--- src/hw/cam_pkg.sv ---
package cam_pkg;

  // ----------------------------------------------------------------
  // Register map (byte addresses on the plain register port)
  // ----------------------------------------------------------------
  localparam logic [7:0] CAM_OFS_CHANNEL_ON = 8'h00;
  localparam logic [7:0] CAM_OFS_INPUT_CONFIG = 8'h04;
  localparam logic [7:0] CAM_OFS_LED_MODE = 8'h08;
  localparam logic [7:0] CAM_OFS_STATE = 8'h0C;
  localparam logic [7:0] CAM_OFS_IRQ_STATUS = 8'h10;
  localparam logic [7:0] CAM_OFS_IRQ_MASK = 8'h14;
  localparam logic [7:0] CAM_OFS_RESET_CMD = 8'h18;

  // ----------------------------------------------------------------
  // Field positions
  // ----------------------------------------------------------------
  localparam int CAM_CHANNELS = 4;
  localparam int CAM_PINS = 3;
  localparam int CAM_BIT_ASSIGNED = 0;
  localparam int CAM_BIT_COMBINE = 1;
  localparam int CAM_BIT_RESET_CMD = 0;
  // State register: channel outputs, synchronised pins, limp home, inverse current
  localparam int CAM_POS_STATE_CHAN = 0;
  localparam int CAM_POS_STATE_PIN = 4;
  localparam int CAM_POS_STATE_LIMP = 7;
  localparam int CAM_POS_STATE_INV = 8;
  // Interrupt status: channel change events, then error events
  localparam int CAM_POS_IRQ_CHANGE = 0;
  localparam int CAM_POS_IRQ_ERROR = 4;
  localparam int CAM_IRQ_BITS = 8;

  // ----------------------------------------------------------------
  // Values after reset
  // ----------------------------------------------------------------
  localparam logic [3:0] CAM_RST_CHANNEL_ON = 4'h0;
  localparam logic [1:0] CAM_RST_INPUT_CONFIG = 2'h0;
  localparam logic [1:0] CAM_RST_LED_MODE = 2'h0;
  localparam logic [7:0] CAM_RST_IRQ_MASK = 8'h00;
  localparam logic [31:0] CAM_READ_ZERO = 32'h0000_0000;

endpackage

--- src/hw/cam_matrix.sv ---
`timescale 1ns/1ps

// Overview of operation
// - Each of the four channels turns on from an input pin or from its channel_on_bit.
// - Assigned drive mapping is used only while assigned_drive_select is set.
// - After every reset the block comes up in direct drive mode.
// - With pin_register_combine at 0 a channel is on if its bit or its mapped pin is on.
// - With pin_register_combine at 1 a channel is on only while its bit and its pin are high.
// - In direct drive the pins act in normal operation, stand-by and limp home alike.
// - In direct drive channel 0 never follows a pin; it follows its channel_on_bit with pin_register_combine at 0 and stays off at 1.
// - Direct drive maps pin one to channel 1, pin two to channel 2, pin three to channel 3.
// - Assigned drive maps pin one to channel 0, pin two to channel 1, pin three to 2 and 3.
// - Channels 2 and 3 each have a register-selected bulb or LED mode.
// - Under inverse current a channel keeps its state and sets no error flag.
// - An unconnected input pin is taken as low and never turns a channel on.
// - During a reset the assigned mapping is ignored; only channels 1 to 3 follow pins.
// - A reset turns off register-driven channels; pins keep driving channels only through the direct mapping.
module cam_matrix
  import cam_pkg::*;
(
  input wire logic sysClk,
  input wire logic resetn,
  input wire logic [7:0] regAddr,
  input wire logic [31:0] regWdata,
  input wire logic regWrite,
  input wire logic regRead,
  output logic [31:0] regRdata,
  input wire logic inputPinOne,
  input wire logic inputPinTwo,
  input wire logic inputPinThree,
  input wire logic limpHomeInput,
  input wire logic [3:0] inverseCurrent,
  input wire logic [3:0] faultDetect,
  output logic [3:0] channelOn,
  output logic [1:0] ledModeSel,
  output logic irq
);

  // ----------------------------------------------------------------
  // Synchronisers
  // ----------------------------------------------------------------
  logic [2:0] pinSync;
  logic limpSync;
  logic [3:0] invSync;
  logic [3:0] faultSync;

  // Pins, limp home, inverse current and fault sense are all asynchronous
  cam_sync2 #(
    .WIDTH(12)
  ) u_sync (
    .sysClk(sysClk),
    .resetn(resetn),
    .asyncIn({faultDetect, inverseCurrent, limpHomeInput, inputPinThree, inputPinTwo,
      inputPinOne}),
    .syncOut({faultSync, invSync, limpSync, pinSync})
  );

  // ----------------------------------------------------------------
  // Registers
  // ----------------------------------------------------------------
  logic [3:0] channelOnReg;
  logic assignedSel;
  logic combineSel;
  logic [7:0] irqStatus;
  logic [7:0] irqMask;
  logic [7:0] irqSet;
  logic [7:0] irqClear;
  logic resetCmd;
  logic resetActive;
  logic writeAllowed;
  logic [3:0] pinCh;
  logic [3:0] next_channelOn;

  // Limp home keeps the write registers at default and blocks writes
  assign writeAllowed = regWrite && !limpSync;
  assign resetCmd = writeAllowed && (regAddr == CAM_OFS_RESET_CMD) &&
    regWdata[CAM_BIT_RESET_CMD];
  assign resetActive = resetCmd || limpSync;

  always_ff @(posedge sysClk or negedge resetn) begin
    if (!resetn) begin
      channelOnReg <= CAM_RST_CHANNEL_ON;
    end else if (resetActive) begin
      channelOnReg <= CAM_RST_CHANNEL_ON;
    end else if (writeAllowed && regAddr == CAM_OFS_CHANNEL_ON) begin
      channelOnReg <= regWdata[3:0];
    end
  end

  always_ff @(posedge sysClk or negedge resetn) begin
    if (!resetn) begin
      {combineSel, assignedSel} <= CAM_RST_INPUT_CONFIG;
    end else if (resetActive) begin
      {combineSel, assignedSel} <= CAM_RST_INPUT_CONFIG;
    end else if (writeAllowed && regAddr == CAM_OFS_INPUT_CONFIG) begin
      assignedSel <= regWdata[CAM_BIT_ASSIGNED];
      combineSel <= regWdata[CAM_BIT_COMBINE];
    end
  end

  // Bit 0 selects LED mode for channel 2, bit 1 for channel 3
  always_ff @(posedge sysClk or negedge resetn) begin
    if (!resetn) begin
      ledModeSel <= CAM_RST_LED_MODE;
    end else if (resetActive) begin
      ledModeSel <= CAM_RST_LED_MODE;
    end else if (writeAllowed && regAddr == CAM_OFS_LED_MODE) begin
      ledModeSel <= regWdata[1:0];
    end
  end

  always_ff @(posedge sysClk or negedge resetn) begin
    if (!resetn) begin
      irqMask <= CAM_RST_IRQ_MASK;
    end else if (resetActive) begin
      irqMask <= CAM_RST_IRQ_MASK;
    end else if (writeAllowed && regAddr == CAM_OFS_IRQ_MASK) begin
      irqMask <= regWdata[7:0];
    end
  end

  // ----------------------------------------------------------------
  // Input switch matrix
  // ----------------------------------------------------------------
  always_comb begin
    if (assignedSel && !resetActive) begin
      pinCh = {pinSync[2], pinSync[2], pinSync[1], pinSync[0]};
    end else begin
      // Channel 0 has no pin here; also the only map used during a reset
      pinCh = {pinSync[2], pinSync[1], pinSync[0], 1'b0};
    end
  end

  // Register bits count as cleared in the very cycle a reset hits, so
  // only pin-driven channels survive it
  genvar gc;
  generate
    for (gc = 0; gc < CAM_CHANNELS; gc++) begin : gen_chan
      logic regBit;
      assign regBit = channelOnReg[gc] && !resetActive;
      always_comb begin
        if (invSync[gc]) begin
          next_channelOn[gc] = channelOn[gc];
        end else if (combineSel) begin
          next_channelOn[gc] = regBit && pinCh[gc];
        end else begin
          next_channelOn[gc] = regBit || pinCh[gc];
        end
      end
    end
  endgenerate

  always_ff @(posedge sysClk or negedge resetn) begin
    if (!resetn) begin
      channelOn <= CAM_RST_CHANNEL_ON;
    end else begin
      channelOn <= next_channelOn;
    end
  end

  // ----------------------------------------------------------------
  // Interrupt status
  // ----------------------------------------------------------------
  // Error events are suppressed while inverse current flows; a set in
  // the same cycle as a write-one clear wins
  assign irqSet = {faultSync & ~invSync, next_channelOn ^ channelOn};
  assign irqClear = (writeAllowed && regAddr == CAM_OFS_IRQ_STATUS) ? regWdata[7:0] : 8'h00;

  always_ff @(posedge sysClk or negedge resetn) begin
    if (!resetn) begin
      irqStatus <= 8'h00;
    end else if (resetActive) begin
      irqStatus <= {4'h0, irqSet[3:0]};
    end else begin
      irqStatus <= (irqStatus & ~irqClear) | irqSet;
    end
  end

  always_ff @(posedge sysClk or negedge resetn) begin
    if (!resetn) begin
      irq <= 1'b0;
    end else begin
      irq <= |(irqStatus & irqMask);
    end
  end

  // ----------------------------------------------------------------
  // Read path
  // ----------------------------------------------------------------
  always_ff @(posedge sysClk or negedge resetn) begin
    if (!resetn) begin
      regRdata <= CAM_READ_ZERO;
    end else if (regRead) begin
      case (regAddr)
        CAM_OFS_CHANNEL_ON: begin
          regRdata <= {28'h000_0000, channelOnReg};
        end
        CAM_OFS_INPUT_CONFIG: begin
          regRdata <= {30'h0000_0000, combineSel, assignedSel};
        end
        CAM_OFS_LED_MODE: begin
          regRdata <= {30'h0000_0000, ledModeSel};
        end
        CAM_OFS_STATE: begin
          regRdata <= {20'h0_0000, invSync, limpSync, pinSync, channelOn};
        end
        CAM_OFS_IRQ_STATUS: begin
          regRdata <= {24'h00_0000, irqStatus};
        end
        CAM_OFS_IRQ_MASK: begin
          regRdata <= {24'h00_0000, irqMask};
        end
        default: begin
          regRdata <= CAM_READ_ZERO;
        end
      endcase
    end else begin
      regRdata <= CAM_READ_ZERO;
    end
  end

  // Counts the first edges after reset so $past never looks back into it
  logic [1:0] startCount;
  always_ff @(posedge sysClk or negedge resetn) begin
    if (!resetn) begin
      startCount <= 2'h0;
    end else if (startCount != 2'h3) begin
      startCount <= startCount + 2'h1;
    end
  end
endmodule

--- src/hw/cam_sync2.sv ---
`timescale 1ns/1ps

module cam_sync2 #(
  parameter int WIDTH = 1
) (
  input wire logic sysClk,
  input wire logic resetn,
  input wire logic [WIDTH-1:0] asyncIn,
  output logic [WIDTH-1:0] syncOut
);

  logic [WIDTH-1:0] stageOne;

  // ----------------------------------------------------------------
  // Two-flop synchroniser, one chain per bit
  // ----------------------------------------------------------------
  // Reset value low: a pin is only trusted once it has been seen high
  genvar gi;
  generate
    for (gi = 0; gi < WIDTH; gi++) begin : gen_bit
      always_ff @(posedge sysClk or negedge resetn) begin
        if (!resetn) begin
          stageOne[gi] <= 1'b0;
          syncOut[gi] <= 1'b0;
        end else begin
          stageOne[gi] <= asyncIn[gi];
          syncOut[gi] <= stageOne[gi];
        end
      end
    end
  endgenerate

endmodule

--- config.mk ---
export PLATFORM = sky130hd
export DESIGN_NAME = cam_matrix
export DESIGN_NICKNAME = d
export VERILOG_FILES = /design/src/hw/cam_pkg.sv /design/src/hw/cam_matrix.sv /design/src/hw/cam_sync2.sv
export SDC_FILE = /design/constraint.sdc
export NUM_CORES = 1
export LEC_CHECK = 0
export BUFFER_PORTS_ARGS = -buffer_cell sky130_fd_sc_hd__buf_2
export CAP_MARGIN = 20
export CORE_UTILIZATION = 40
export CTS_BUF_LIST = sky130_fd_sc_hd__clkbuf_8
export CTS_CLUSTER_DIAMETER = 80
export DETAILED_ROUTE_END_ITERATION = 8
export PLACE_DENSITY = 0.65
export SLEW_MARGIN = 10
export SYNTH_ARGS = -nofsm -noshare
export SYNTH_HDL_FRONTEND = slang
export SYNTH_SLANG_ARGS = --single-unit
--- constraint.sdc ---
create_clock -name sysClk -period 4.3 [get_ports sysClk]
set_input_delay 0.86 -clock sysClk [delete_from_list [all_inputs] [get_ports sysClk]]
set_output_delay 0.86 -clock sysClk [all_outputs]
set_load 0.005 [all_outputs]
==> results.md, run 1 <==
Clocking:
- The later-pin clock latency in the skew report is 0.34 ns.
- CTS placed an instance of sky130_fd_sc_hd__clkbuf_8 at the clock tree root.
- The number of sinks on the clock net is 65.
- TritonCTS built the clock tree.
- The total number of H-tree levels is 3.
- TritonCTS created 9 clock buffers.
- The number of gates resized after CTS is 0.
- For this design, the CTS-stage hold fixing added 0 buffers.
- The clock passes through at most 2 buffers.
- After clock tree synthesis, the setup repair step added 0 buffers.
- Clock-pin slew was measured on the worst setup and hold paths at 0.07 ns.

Synthesis:
- The mapped netlist covers 2970 um^2.
- The share of the synthesized netlist area taken by xor and xnor gates is 0.589%.
- The commonest cells after synthesis are sky130_fd_sc_hd__dfrtp_1 (65), sky130_fd_sc_hd__nor2_1 (29), sky130_fd_sc_hd__buf_4 (21).
- For this run, the number of Yosys warnings is 0.
- In the synthesized netlist the dominant register cell turns out to be sky130_fd_sc_hd__dfrtp_1.
- The number of synthesized flops with an enable pin is 0.
- Summing the areas of all compound-gate instances in the mapped netlist gives 13.0% of the synthesized area.
- The average instance in the mapped netlist occupies 11.2 um^2.
- The share of synthesized cell area in full adder, half adder and majority cells is 0.673%.
- The area fraction of the dominant cell type after synthesis is 54.7%.
- After synthesis, the share of cell area in mux cells is 8.16%.
- The synthesized netlist devotes 15.5% of its cell area to simple gates.
- The register bit total from synthesis is 65.
- By area the synthesized netlist is led by sky130_fd_sc_hd__dfrtp_1 (55%), sky130_fd_sc_hd__buf_4 (5.3%), sky130_fd_sc_hd__mux2i_1 (4.4%).
- For this run, asynchronously set or reset flops after synthesis account for 100%.
- The most frequently used cell type in the post-synthesis netlist is sky130_fd_sc_hd__dfrtp_1.
- The sequential-to-total area share from yosys stat is 54.7%.
- Synthesis produced a netlist whose cell count is 265.
- The cell taking the most area after synthesis is sky130_fd_sc_hd__dfrtp_1.
- The post-synthesis cell type count is 43.
- The combinational family with the most area after synthesis is simple AND/OR/NAND/NOR gates.

Final layout:
- The post-route cell area is 3420 um^2.
- Of the cells placed in the final design, the portion with a size suffix greater than 1 is 25.1%.
- The layout has 721 filler cells.
- Relative to the synthesized area, the layout overhead comes to 14.9%.
- The final core utilization is 47.4%.
- The number of cells in the finished layout apart from fillers is 422.
- The repair_antennas step left the layout with diodes totalling 0.
- The number of nets in the layout is 375.

GRT:
- The first global-routing pass estimated 10400 um of wire.
- Across every metal layer, demand over resource in global routing totals 18.3%.
- The number of global-route vias before repair came to 2043.
- The total overflow left after global routing is 0.
- The initial antenna violation count is 0.
- Entering global routing, the biggest net connects 43 pins.

Die:
- The initial standard-cell utilization of the core is 41.2%.
- The number of cell rows is 31.
- The number of primary I/O pins is 95.
- The die covers 7780 um^2.
- From bottom edge to top edge, the die measures 88.2 um.
- The floorplan core area is 7210 um^2.
- The floorplan step set the die width to 88.2 um.

Power and ir drop:
- The part of the total power dissipated in the clock network is 37.2%.
- Sequential cells burn 55.2% of the power.
- The standby leakage power is 1.66 nW.
- Net switching is 25.2% of the power.
- Internal power comes to 882 uW.
- Of the total power, combinational logic draws 7.6%.
- The worst supply voltage drop on vdd is 0.185 mV.
- Power spread over the standard cell area amounts to 345 nW/um^2.
- The analysis attributes to net switching a power of 297 uW.

Outcome:
- The run finished with clean final reports.

Worst setup path:
- The highest fanout seen on the critical path is 10.
- The worst setup path is captured at a flop.
- The worst path required time is 4.51 ns.
- The startpoint-to-endpoint class of the critical path is primary input to flop.
- On the worst path, the slowest cell contributes a delay of 0.79 ns.
- The startpoint type of the worst setup path is a primary input.
- The signal on the critical path passes through buf_2 > or4_1 > nor4b_2 > nand3_2 > mux2i_1 > nor2_1.
- The data arrival time of the critical path is 3.13 ns.
- The slowest stage of the critical path is the sky130_fd_sc_hd__or4_1 cell.

Routing:
- The wire length per cell after detailed routing is 14.9 um.
- The detailed-route via count is 2139.
- The ratio of routed vias to standard cells is 5.07.
- Once detail routing completed, the nets flagged for antenna violations numbered 0.
- After detailed routing, the number of remaining DRC violations is 0.
- The first detailed-routing pass took 4 iterations.
- The number of DRC markers in iteration 0 is 135.
- The wire length after detailed routing is 6270 um.

STA:
- The share of the cycle needed by the critical path after routing is 67.8%.
- The routed design could run at a clock period as short as 2.92 ns.
- The post-route setup TNS is 0 ns.
- Setup repair after global routing left no endpoint under its margin.
- The pin slew with the least headroom to its limit is 0.930 ns.
- The worst pin sits at a relative slew slack of 38.0%.
- The clock skew after layout is 0.00795 ns.
- The number of max-slew violations in the final report came to 0.
- The count of final hold-check violations came to 0.
- Final hold analysis gives a worst-case slack of 0.347 ns.
- The final number of setup-violating endpoints is 0.
- Based on the critical path, the design can be clocked at up to 343 MHz.

Placement:
- The global placer's final weighted congestion is 0.816.
- The count of input and output buffers is 50.
- Once placement completed, the tool counted placed cells totaling 407.
- The placed cell area is 3250 um^2.
- After legalization and detailed placement, the total HPWL measured 4550 um.

Flow run:
- The max-cap violation count is 0.

Worst hold path:
- The worst hold path class is flop to flop.
## power groups by stage
stage | combinational, mW | sequential (mW) | clock (mW)
4_1_cts | 0.0910 | 0.651 | 0.449
5_1_grt | 0.103 | 0.653 | 0.478
6_report | 0.0899 | 0.650 | 0.438
3_3_place_gp | 0.0903 | 0.661 | 0
2_1_floorplan | 0.0619 | 0.654 | 0
3_5_place_dp | 0.0906 | 0.662 | 0
## through the flow
step           total power, mW  setup slack [ns]
3_3_place_gp             0.751              1.04
6_report                  1.18              1.38
5_1_grt                   1.23              1.23
4_1_cts                   1.19              1.40
3_5_place_dp             0.753              1.03
2_1_floorplan            0.716              1.57
## metal layers
layer  track usage [%]  up-vias  part of all wire (%)
met5                 0        -                     0
met4              8.80        0                   1.9
met3              5.41        9                   6.3
met2              27.5       73                    47
met1              24.4     1050                    45
li1                  -     1007                     -
## worst paths after layout
kind                                       to                from  cells past startpoint  slack, ns
setup / recovery                   irqMask[7]          regAddr[7]                      6       1.38
hold / removal              u_sync.syncOut[5]  u_sync.stageOne[5]                      0       0.35
setup reg to reg                 irqStatus[1]   u_sync.syncOut[3]                      5       2.11
hold reg to reg             u_sync.syncOut[5]  u_sync.stageOne[5]                      0       0.35
max in group asynchronous  u_sync.stageOne[2]              resetn                      2       2.81
min in group asynchronous         regRdata[5]              resetn                      1       0.65
## registers in the layout, indices dropped and copies added (netlist names)
name,count
regRdata,12
u_sync.stageOne,12
u_sync.syncOut,12
irqMask,8
irqStatus,8
channelOnReg,4
channelOn,4
ledModeSel,2
assignedSel,1
combineSel,1
irq,1
## final cells by class
cell class	instances	area, um^2	area share [%]
flip-flops and latches	65	1630	47.6
multi-input cells	183	1200	35.3
repair buffers	53	273	7.98
clock buffers	10	138	4.03
well taps	99	124	3.63
inverters	7	26.3	0.769
clock inverters	5	25.0	0.732
## layout by cell type (no fill, tap or decap), types with 2 or more instances in the layout
master	netlist	routed
sky130_fd_sc_hd__a21boi_0	4	4
sky130_fd_sc_hd__a21oi_1	13	13
sky130_fd_sc_hd__a22o_1	2	2
sky130_fd_sc_hd__a22oi_1	10	10
sky130_fd_sc_hd__a311o_1	2	2
sky130_fd_sc_hd__a31oi_1	2	2
sky130_fd_sc_hd__a32oi_1	2	2
sky130_fd_sc_hd__and3_1	5	5
sky130_fd_sc_hd__buf_2	0	50
sky130_fd_sc_hd__buf_4	21	3
sky130_fd_sc_hd__clkbuf_8	0	10
sky130_fd_sc_hd__clkinv_2	0	2
sky130_fd_sc_hd__conb_1	1	20
sky130_fd_sc_hd__dfrtp_1	65	65
sky130_fd_sc_hd__inv_1	7	9
sky130_fd_sc_hd__maj3_1	2	2
sky130_fd_sc_hd__mux2_2	6	6
sky130_fd_sc_hd__mux2i_1	13	13
sky130_fd_sc_hd__mux4_2	2	2
sky130_fd_sc_hd__nand2_1	20	20
sky130_fd_sc_hd__nand3_1	8	8
sky130_fd_sc_hd__nand3b_1	3	3
sky130_fd_sc_hd__nor2_1	29	29
sky130_fd_sc_hd__nor2b_1	10	10
sky130_fd_sc_hd__nor3_1	2	2
sky130_fd_sc_hd__nor4b_2	2	2
sky130_fd_sc_hd__o21ai_0	7	7
sky130_fd_sc_hd__o31ai_1	2	2
sky130_fd_sc_hd__o41ai_4	2	2
## worst max-delay path, delay by kind of cell
family        cells  cell delay [ns]
simple gates      4             1.92
mux               1             0.24
buf+inv           1             0.09
## cells by family (layout without fill, tap and decap cells)
| family | count (synthesis) | in the layout |
|---|---|---|
| fa+ha+maj | 2 | 2 |
| other cells | 1 | 20 |
| buf+inv | 36 | 75 |
| compound gates | 51 | 51 |
| xor+xnor | 2 | 2 |
| simple gates | 87 | 87 |
| mux | 21 | 21 |
| flops | 65 | 65 |
Power figures use the tool's default switching activity.
==> inputs of run 2 (changes only) <==
ABC_AREA = 1   (was unset)
PLACE_DENSITY = 0.68   (was 0.65)
clock period = 2.4 ns   (was 4.3 ns; I/O delays follow)
==> run 2 against run 1 <==
Effect of this change: synthesized area is 3.2% lower; clock power grew to 2.6 times the previous value; clock-buffer cell count stayed put; setup slack worse by 0.78 ns; register-to-register slack worse by 1.5 ns; sequential share of layout area stayed put; first-iteration DRC count is 23% lower; wire length is 1.7% lower; sequential power is 78% higher; via count is 5.3% higher; flip-flop and latch count stayed put; largest cell class unchanged.
==> results.md, run 2 <==
STA:
- The tightest slew margin relative to the limit came to 61.7% (was 38.0%).
- RSZ-0062 raised after global routing: false (unchanged).
- The worst hold slack is 0.0366 ns (was 0.347 ns).
- The number of max-slew violations in the final report is 0 (unchanged).
- The share of the cycle needed by the critical path after routing is 75.0%.
- The pin slew with the least headroom to its limit is 0.572 ns (was 0.930 ns).
- The time the worst path needs with I/O delays and setup is 1.80 ns.
- The count of final hold-check violations was 0 (unchanged).
- The final number of setup-violating endpoints is 0 (unchanged).
- The post-route setup TNS is 0 ns (unchanged).
- The clock skew after layout is 0.0112 ns (was 0.00795 ns).
- Derived from the worst setup path, the maximum achievable clock frequency is 556 MHz.

Power and ir drop:
- The worst supply voltage drop on vdd is 0.363 mV (was 0.185 mV).
- The standby leakage power is 1.75 nW (was 1.66 nW).
- The power per standard cell area is 720 nW/um^2 (was 345 nW/um^2).
- The overall power of the completed layout is 2.46 mW (was 1.18 mW).

Synthesis:
- The area of the mapped netlist was 2880 um^2 (was 2970 um^2).
- The cell taking the most area after synthesis is sky130_fd_sc_hd__dfrtp_1 (unchanged).
- The average footprint of a synthesized cell is 9.25 um^2 (was 11.2 um^2).
- The proportion of register bits with asynchronous set or reset after synthesis is 100% (unchanged).
- The prevailing post-synth register cell was sky130_fd_sc_hd__dfrtp_1 (unchanged).
- The register bit total from synthesis is 65 (unchanged).
- The number of warnings reported in the yosys synthesis log was 0 (unchanged).
- The post-synthesis cell type count was 34 (was 43).
- Cell types occupying the most area after synthesis: sky130_fd_sc_hd__dfrtp_1 (57%), sky130_fd_sc_hd__nand2_1 (7.7%), sky130_fd_sc_hd__inv_1 (6.1%) (was sky130_fd_sc_hd__dfrtp_1 (55%), sky130_fd_sc_hd__buf_4 (5.3%), sky130_fd_sc_hd__mux2i_1 (4.4%)).
- The area fraction of the dominant cell type after synthesis is 56.5% (was 54.7%).
- The sequential-to-total area share from yosys stat is 56.5% (was 54.7%).
- Commonest cells post-synth: sky130_fd_sc_hd__dfrtp_1 (65), sky130_fd_sc_hd__nand2_1 (59), sky130_fd_sc_hd__inv_1 (47) (was sky130_fd_sc_hd__dfrtp_1 (65), sky130_fd_sc_hd__nor2_1 (29), sky130_fd_sc_hd__buf_4 (21)).
- The most frequently used cell type in the post-synthesis netlist is sky130_fd_sc_hd__dfrtp_1 (unchanged).
- The cell count after synthesis was 311 (was 265).
- The number of synthesized flops with an enable pin is 0 (unchanged).

GRT:
- The number of global-route vias before repair is 2150 (was 2043).
- The global routing usage summed across all routing layers was 18.2% (was 18.3%).
- The initial antenna violation count is 0 (unchanged).
- The total congestion overflow is 0 (unchanged).
- The first-pass GRT wire length is 10000 um (was 10400 um).
- The pin count of the biggest net entering global routing was 26 (was 43).

Final layout:
- The share of cells above drive strength 1 is 22.9% (was 25.1%).
- The number of cells in the finished layout apart from fillers was 472 (was 422).
- The antenna diode count is 0 (unchanged).
- The area overhead of the layout relative to synthesis is 18.7% (was 14.9%).
- Largest registers: regRdata x12, u_sync.stageOne x12, u_sync.syncOut x12 (unchanged).
- The final core utilization is 49.7% (was 47.4%).
- Commonest non-fill, non-tap cells in the layout: sky130_fd_sc_hd__dfrtp_1 (65), sky130_fd_sc_hd__nand2_1 (59), sky130_fd_sc_hd__buf_2 (50), sky130_fd_sc_hd__inv_1 (48), sky130_fd_sc_hd__conb_1 (20) (was sky130_fd_sc_hd__dfrtp_1 (65), sky130_fd_sc_hd__buf_2 (50), sky130_fd_sc_hd__nor2_1 (29), sky130_fd_sc_hd__nand2_1 (20), sky130_fd_sc_hd__conb_1 (20)).
- The commonest non-fill, non-tap cell in the layout is sky130_fd_sc_hd__dfrtp_1 (unchanged).
- The number of nets in the layout is 427 (was 375).

Worst setup path:
- The launching point of the worst reg2reg path is u_sync.syncOut[3] (unchanged).
- The highest fanout seen on the critical path came to 12 (was 10).
- The data arrival time of the critical path is 2.02 ns (was 3.13 ns).
- The worst path required time was 2.62 ns (was 4.51 ns).
- The origin of the worst setup path is u_sync.syncOut[3] (was regAddr[7]).
- The endpoint type of the worst setup path is a flop (unchanged).
- The startpoint-to-endpoint class of the critical path is flop to flop (was primary input to flop).
- The startpoint type of the worst setup path was a flop (was primary input).

Routing:
- The first-pass iteration count of the detailed router is 4 (unchanged).
- The post-route DRC violation count came to 0 (unchanged).
- The wire length after detailed routing is 6170 um (was 6270 um).
- The detailed-route via count is 2252 (was 2139).
- The residual antenna-violating net count after detailed routing was 0 (unchanged).
- The wire length per cell after detailed routing is 13.1 um (was 14.9 um).
- The number of DRC markers in iteration 0 is 104 (was 135).
- The ratio of routed vias to standard cells is 4.77 (was 5.07).

Clocking:
- The clock transition at the register clock pins on the worst setup and hold paths after CTS was 0.07 ns (about the same).
- The hold buffer count at cts came to 0 (unchanged).
- The later-pin clock latency in the skew report was 0.35 ns (was 0.34 ns).
- The clock tree from TritonCTS is yes (unchanged).
- The number of buffers added by the clock tree synthesis step is 9 (unchanged).
- The number of gates resized after CTS is 0 (unchanged).
- The maximum root-to-sink buffer count is 2 (unchanged).
- The count of buffers added by post-CTS timing repair for setup is 0 (unchanged).
- The number of sinks on the clock net came to 65 (unchanged).
- The total number of H-tree levels is 3 (unchanged).
- The master cell of the clock root buffer is sky130_fd_sc_hd__clkbuf_8 (unchanged).

Die:
- The floorplan core area is 6870 um^2 (was 7210 um^2).
- The number of primary I/O pins was 95 (unchanged).
- The overall die area is 7540 um^2 (was 7780 um^2).
- The height of the chip is 86.8 um (was 88.2 um).
- The floorplan die width was 86.8 um (was 88.2 um).
- The initial standard-cell utilization of the core is 41.9% (was 41.2%).
- The number of cell rows came to 30 (was 31).

Worst hold path:
- The worst hold path class was primary input to asynchronous set/reset pin (was flop to flop).

Placement:
- The global placer's final weighted congestion came to 0.863 (was 0.816).
- The count of input and output buffers is 50 (unchanged).
- The HPWL after detailed placement came to 4580 um (was 4550 um).
- The number of placed cells counting well taps is 456 (was 407).

Flow run:
- The max-cap violation count came to 0 (unchanged).

Outcome:
- Result of the run: finished clean (unchanged).
[run 2: cell count changes after synthesis, moves of 5 or more]
cell	previous run	this run
sky130_fd_sc_hd__a22oi_1	10	4
sky130_fd_sc_hd__and3_1	5	0
sky130_fd_sc_hd__clkbuf_1	7	0
sky130_fd_sc_hd__inv_1	7	47
sky130_fd_sc_hd__inv_2	0	7
sky130_fd_sc_hd__mux2_2	6	0
sky130_fd_sc_hd__mux2i_1	13	0
sky130_fd_sc_hd__nand2_1	20	59
sky130_fd_sc_hd__nand3_1	8	19
sky130_fd_sc_hd__nand4_1	1	7
sky130_fd_sc_hd__nor2_1	29	12
sky130_fd_sc_hd__nor2b_1	10	0
sky130_fd_sc_hd__o22ai_1	0	13
[run 2: through the flow]
stage / worst slack [ns] / instance area [um^2]
floorplan: 0.840 / 2950
global route: 0.509 / 3420
CTS: 0.608 / 3420
detailed placement: 0.390 / 3170
finish: 0.601 / 3420
global placement: 0.444 / 3170
[run 2: final timing paths]
path                            cells past startpoint                  end  slack [ns]
worst max-delay path                                8           irqMask[4]        0.60
worst min-delay path                                1  u_sync.stageOne[10]        0.04
worst max register to register                      8           irqMask[4]        0.60
worst min register to register                      0    u_sync.syncOut[7]        0.35
max in group asynchronous                           2         irqStatus[4]        1.71
min in group sysClk                                 1   u_sync.stageOne[1]        0.23
[run 2: cell type report]
type / count / area [um^2]
Timing Repair Buffer: 52 / 265
Clock buffer: 10 / 138
Multi-Input combinational cell: 186 / 945
Tap cell: 96 / 120
Fill cell: 665 / 3450
Clock inverter: 6 / 106
Inverter: 57 / 216
Sequential cell: 65 / 1630
[run 2: worst max-delay path: stages, from the launching register on]
cell and delay (ns):
sky130_fd_sc_hd__dfrtp_1 0.37, sky130_fd_sc_hd__inv_2 0.21, sky130_fd_sc_hd__nand2_1 0.16, sky130_fd_sc_hd__nor2_2 0.15, sky130_fd_sc_hd__nand3_4 0.17, sky130_fd_sc_hd__nand2_4 0.18, sky130_fd_sc_hd__inv_4 0.09, sky130_fd_sc_hd__o21ai_2 0.19
sky130_fd_sc_hd__o22ai_1 0.14
[run 2: logic make-up (layout without fill, tap and decap cells)]
logic type,after synthesis,after routing,synth area share (%)
buffers and inverters,79,125,13.1
and+or+nand+nor,109,109,17.7
AOI/OAI and AO/OA,57,57,12.5
DFF,65,65,56.5
other,1,20,0.130
[run 2: layer usage]
layer / up-vias / GRT usage, % / part of all wire, %
met2: 74 / 29.2 / 50
met5: - / 0 / 0
met1: 1068 / 22.5 / 42
met3: 9 / 5.52 / 6.4
met4: 0 / 8.33 / 1.5
li1: 1101 / - / -
[run 2: where the power goes]
part	internal, mW	switching, mW	total (mW)
Clock	0.712	0.415	1.13
Combinational	0.0554	0.114	0.169
Sequential	1.14	0.0258	1.16
==> inputs of run 3 (changes only) <==
PLACE_DENSITY = 0.66   (was 0.68)
clock period = 1.8 ns   (was 2.4 ns; I/O delays follow)
==> run 3 against run 2 <==
Effect of this change: critical path depth grew 3; hold slack lost 0.0042 ns; setup slack lost 0.32 ns; design area grew 1.3%; maximum frequency grew 19%; register-to-register slack lost 0.32 ns; combinational power grew 38%.
==> results.md, run 3 (synthesis gave the netlist of run 2 again) <==
Outcome:
- Result of the run: finished clean (unchanged).

Routing:
- The post-route DRC violation count came to 0 (unchanged).
- The wire length after detailed routing is 6170 um (about the same).
- The detailed-route via count is 2252 (unchanged).
- The number of DRC markers in iteration 0 is 142 (was 104).
- The wire length per cell after detailed routing is 12.9 um (was 13.1 um).
- The first-pass iteration count of the detailed router is 4 (unchanged).
- The residual antenna-violating net count after detailed routing came to 0 (unchanged).
- The ratio of routed vias to standard cells was 4.69 (was 4.77).

Clocking:
- The number of sinks on the clock net was 65 (unchanged).
- The number of gates resized after CTS came to 0 (unchanged).
- The master cell of the clock root buffer is sky130_fd_sc_hd__clkbuf_8 (unchanged).
- The later-pin clock latency in the skew report is 0.34 ns (was 0.35 ns).
- The hold buffer count at cts is 0 (unchanged).
- The total number of H-tree levels came to 3 (unchanged).
- The maximum root-to-sink buffer count is 2 (unchanged).
- The count of buffers added by post-CTS timing repair for setup came to 0 (unchanged).
- The clock transition at the register clock pins on the worst setup and hold paths after CTS is 0.07 ns (about the same).
- The clock tree from TritonCTS is yes (unchanged).
- The number of buffers added by the clock tree synthesis step came to 9 (unchanged).

STA:
- The share of the cycle needed by the critical path after routing is 84.1% (was 75.0%).
- The count of final hold-check violations is 0 (unchanged).
- The final number of setup-violating endpoints is 0 (unchanged).
- The post-layout worst setup margin is 0.285 ns (was 0.601 ns).
- RSZ-0062 raised after global routing: false (unchanged).
- The number of max-slew violations in the final report is 0 (unchanged).
- The post-route setup TNS is 0 ns (unchanged).
- The time the worst path needs with I/O delays and setup is 1.51 ns (was 1.80 ns).
- The worst hold slack came to 0.0324 ns (was 0.0366 ns).
- The tightest slew margin relative to the limit was 60.2% (was 61.7%).
- The highest clock rate is 660 MHz (was 556 MHz).
- The clock skew after layout is 0.0101 ns (was 0.0112 ns).
- The pin slew with the least headroom to its limit is 0.595 ns (was 0.572 ns).

Worst setup path:
- The reg2reg setup slack is 0.29 ns (was 0.60 ns).
- The startpoint-to-endpoint class of the critical path was flop to flop (unchanged).
- The reg-to-reg critical path endpoint is irqStatus[0] (was irqMask[4]).
- The path depth of the worst reg2reg path came to 11 (was 8).
- The highest fanout seen on the critical path is 9 (was 12).
- The launching point of the worst reg2reg path is u_sync.syncOut[3] (unchanged).
- The worst path required time is 2.01 ns (was 2.62 ns).
- The startpoint type of the worst setup path was a flop (unchanged).
- The slowest stage cell on the critical path is sky130_fd_sc_hd__dfrtp_1 (unchanged).
- Crit-path cells: inv_2 > nand2_1 > nor2_2 > nand3_4 > buf_4 > nand3_2 > inv_2 > nand3_1 > nand2_1 > nand3_1 > nand3_1 (was inv_2 > nand2_1 > nor2_2 > nand3_4 > nand2_4 > inv_4 > o21ai_2 > o22ai_1).
- The library cell appearing most often on the critical path is sky130_fd_sc_hd__nand3_1.
- The origin of the worst setup path is u_sync.syncOut[3] (unchanged).
- The data arrival time of the critical path came to 1.72 ns (was 2.02 ns).
- The endpoint type of the worst setup path is a flop (unchanged).
- The highest cell delay on the worst timing path is 0.37 ns (about the same).

Die:
- The height of the chip came to 86.8 um (unchanged).
- The floorplan core area is 6870 um^2 (unchanged).
- The floorplan die width is 86.8 um (unchanged).
- The initial standard-cell utilization of the core is 41.9% (unchanged).
- The overall die area came to 7540 um^2 (unchanged).
- The number of primary I/O pins was 95 (unchanged).
- The number of cell rows is 30 (unchanged).

Final layout:
- The commonest non-fill, non-tap cell in the layout is sky130_fd_sc_hd__dfrtp_1 (unchanged).
- Largest registers: regRdata x12, u_sync.stageOne x12, u_sync.syncOut x12 (unchanged).
- The number of cells in the finished layout apart from fillers is 480 (was 472).
- The antenna diode count is 0 (unchanged).
- The area overhead of the layout relative to synthesis is 20.3% (was 18.7%).
- Commonest non-fill, non-tap cells in the layout: sky130_fd_sc_hd__dfrtp_1 (65), sky130_fd_sc_hd__nand2_1 (59), sky130_fd_sc_hd__buf_2 (50), sky130_fd_sc_hd__inv_1 (47), sky130_fd_sc_hd__conb_1 (20) (was sky130_fd_sc_hd__dfrtp_1 (65), sky130_fd_sc_hd__nand2_1 (59), sky130_fd_sc_hd__buf_2 (50), sky130_fd_sc_hd__inv_1 (48), sky130_fd_sc_hd__conb_1 (20)).
- The number of nets in the layout came to 435 (was 427).
- The area of combinational cells with multiple inputs came to 945 um^2 (unchanged).
- The register area is 1630 um^2 (unchanged).
- The fill cell instance count of the final layout is 669 (was 665).
- The share of cells above drive strength 1 is 24.7% (was 22.9%).
- The final core utilization was 50.4% (was 49.7%).

GRT:
- The first-pass GRT wire length was 10200 um (was 10000 um).
- The pin count of the biggest net entering global routing came to 66 (was 26).
- The total congestion overflow was 0 (unchanged).
- The global routing usage summed across all routing layers is 18.3% (was 18.2%).
- The initial antenna violation count came to 0 (unchanged).
- The number of global-route vias before repair is 2189 (was 2150).

Worst hold path:
- The worst hold path class is primary input to asynchronous set/reset pin (unchanged).

Placement:
- The number of placed cells counting well taps is 464 (was 456).
- The global placer's final weighted congestion is 0.848 (was 0.863).
- The count of input and output buffers is 50 (unchanged).
- The worst setup slack before clock tree synthesis was 0.120 ns (was 0.390 ns).
- The HPWL after detailed placement is 4550 um (was 4580 um).

Power and ir drop:
- The worst supply voltage drop on vdd came to 0.524 mV (was 0.363 mV).
- The standby leakage power is 1.77 nW (was 1.75 nW).
- The power per standard cell area came to 892 nW/um^2 (was 720 nW/um^2).

Flow run:
- The max-cap violation count is 0 (unchanged).
[run 3: worst max-delay path by stage]
| stage | depth (start not counted) | slack [ns] | to |
|---|---|---|---|
| after floorplan | 10 | 0.36 | irqStatus[3] |
| after global placement | 12 | 0.15 | irqStatus[0] |
| after detailed placement | 12 | 0.12 | irqStatus[0] |
| after CTS | 11 | 0.28 | irqStatus[0] |
| after global routing | 11 | 0.14 | irqStatus[0] |
| final | 11 | 0.29 | irqStatus[0] |
[run 3: cell type report]
cell class                      instances  share of cell area, %
Clock buffer                           12                   4.77
Inverter                               57                   6.25
Timing Repair Buffer                   60                   9.76
Clock inverter                          4                   1.45
Multi-Input combinational cell        186                   27.3
Sequential cell                        65                   47.0
Tap cell                               96                   3.47
[run 3: critical path: cells and delay by family (launching register included)]
kind	cells	cell delay, ns
buf+inv	3	0.28
simple gates	8	0.74
flops	1	0.37
[run 3: metal layers]
metal  vias up  wire length [um]  track usage [%]
met5         -                 0                0
met4         0               116             8.79
met3        10               455             4.76
met2        80              2900             29.3
met1      1044              2700             23.1
li1       1118                 -                -
[run 3: power by group]
| group | internal [mW] | leakage, nW | total, mW | switching (mW) |
|---|---|---|---|---|
| logic | 0.0805 | 0.837 | 0.233 | 0.153 |
| registers | 1.52 | 0.829 | 1.55 | 0.0327 |
| clock network | 0.750 | 0.105 | 1.30 | 0.552 |
[run 3: metrics by stage]
step / cell area [um^2] / total power, mW
after floorplan: 2950 / 1.72
after global placement: 3250 / 1.81
after detailed placement: 3250 / 1.81
after CTS: 3460 / 3.11
after global routing: 3460 / 3.22
final: 3460 / 3.09
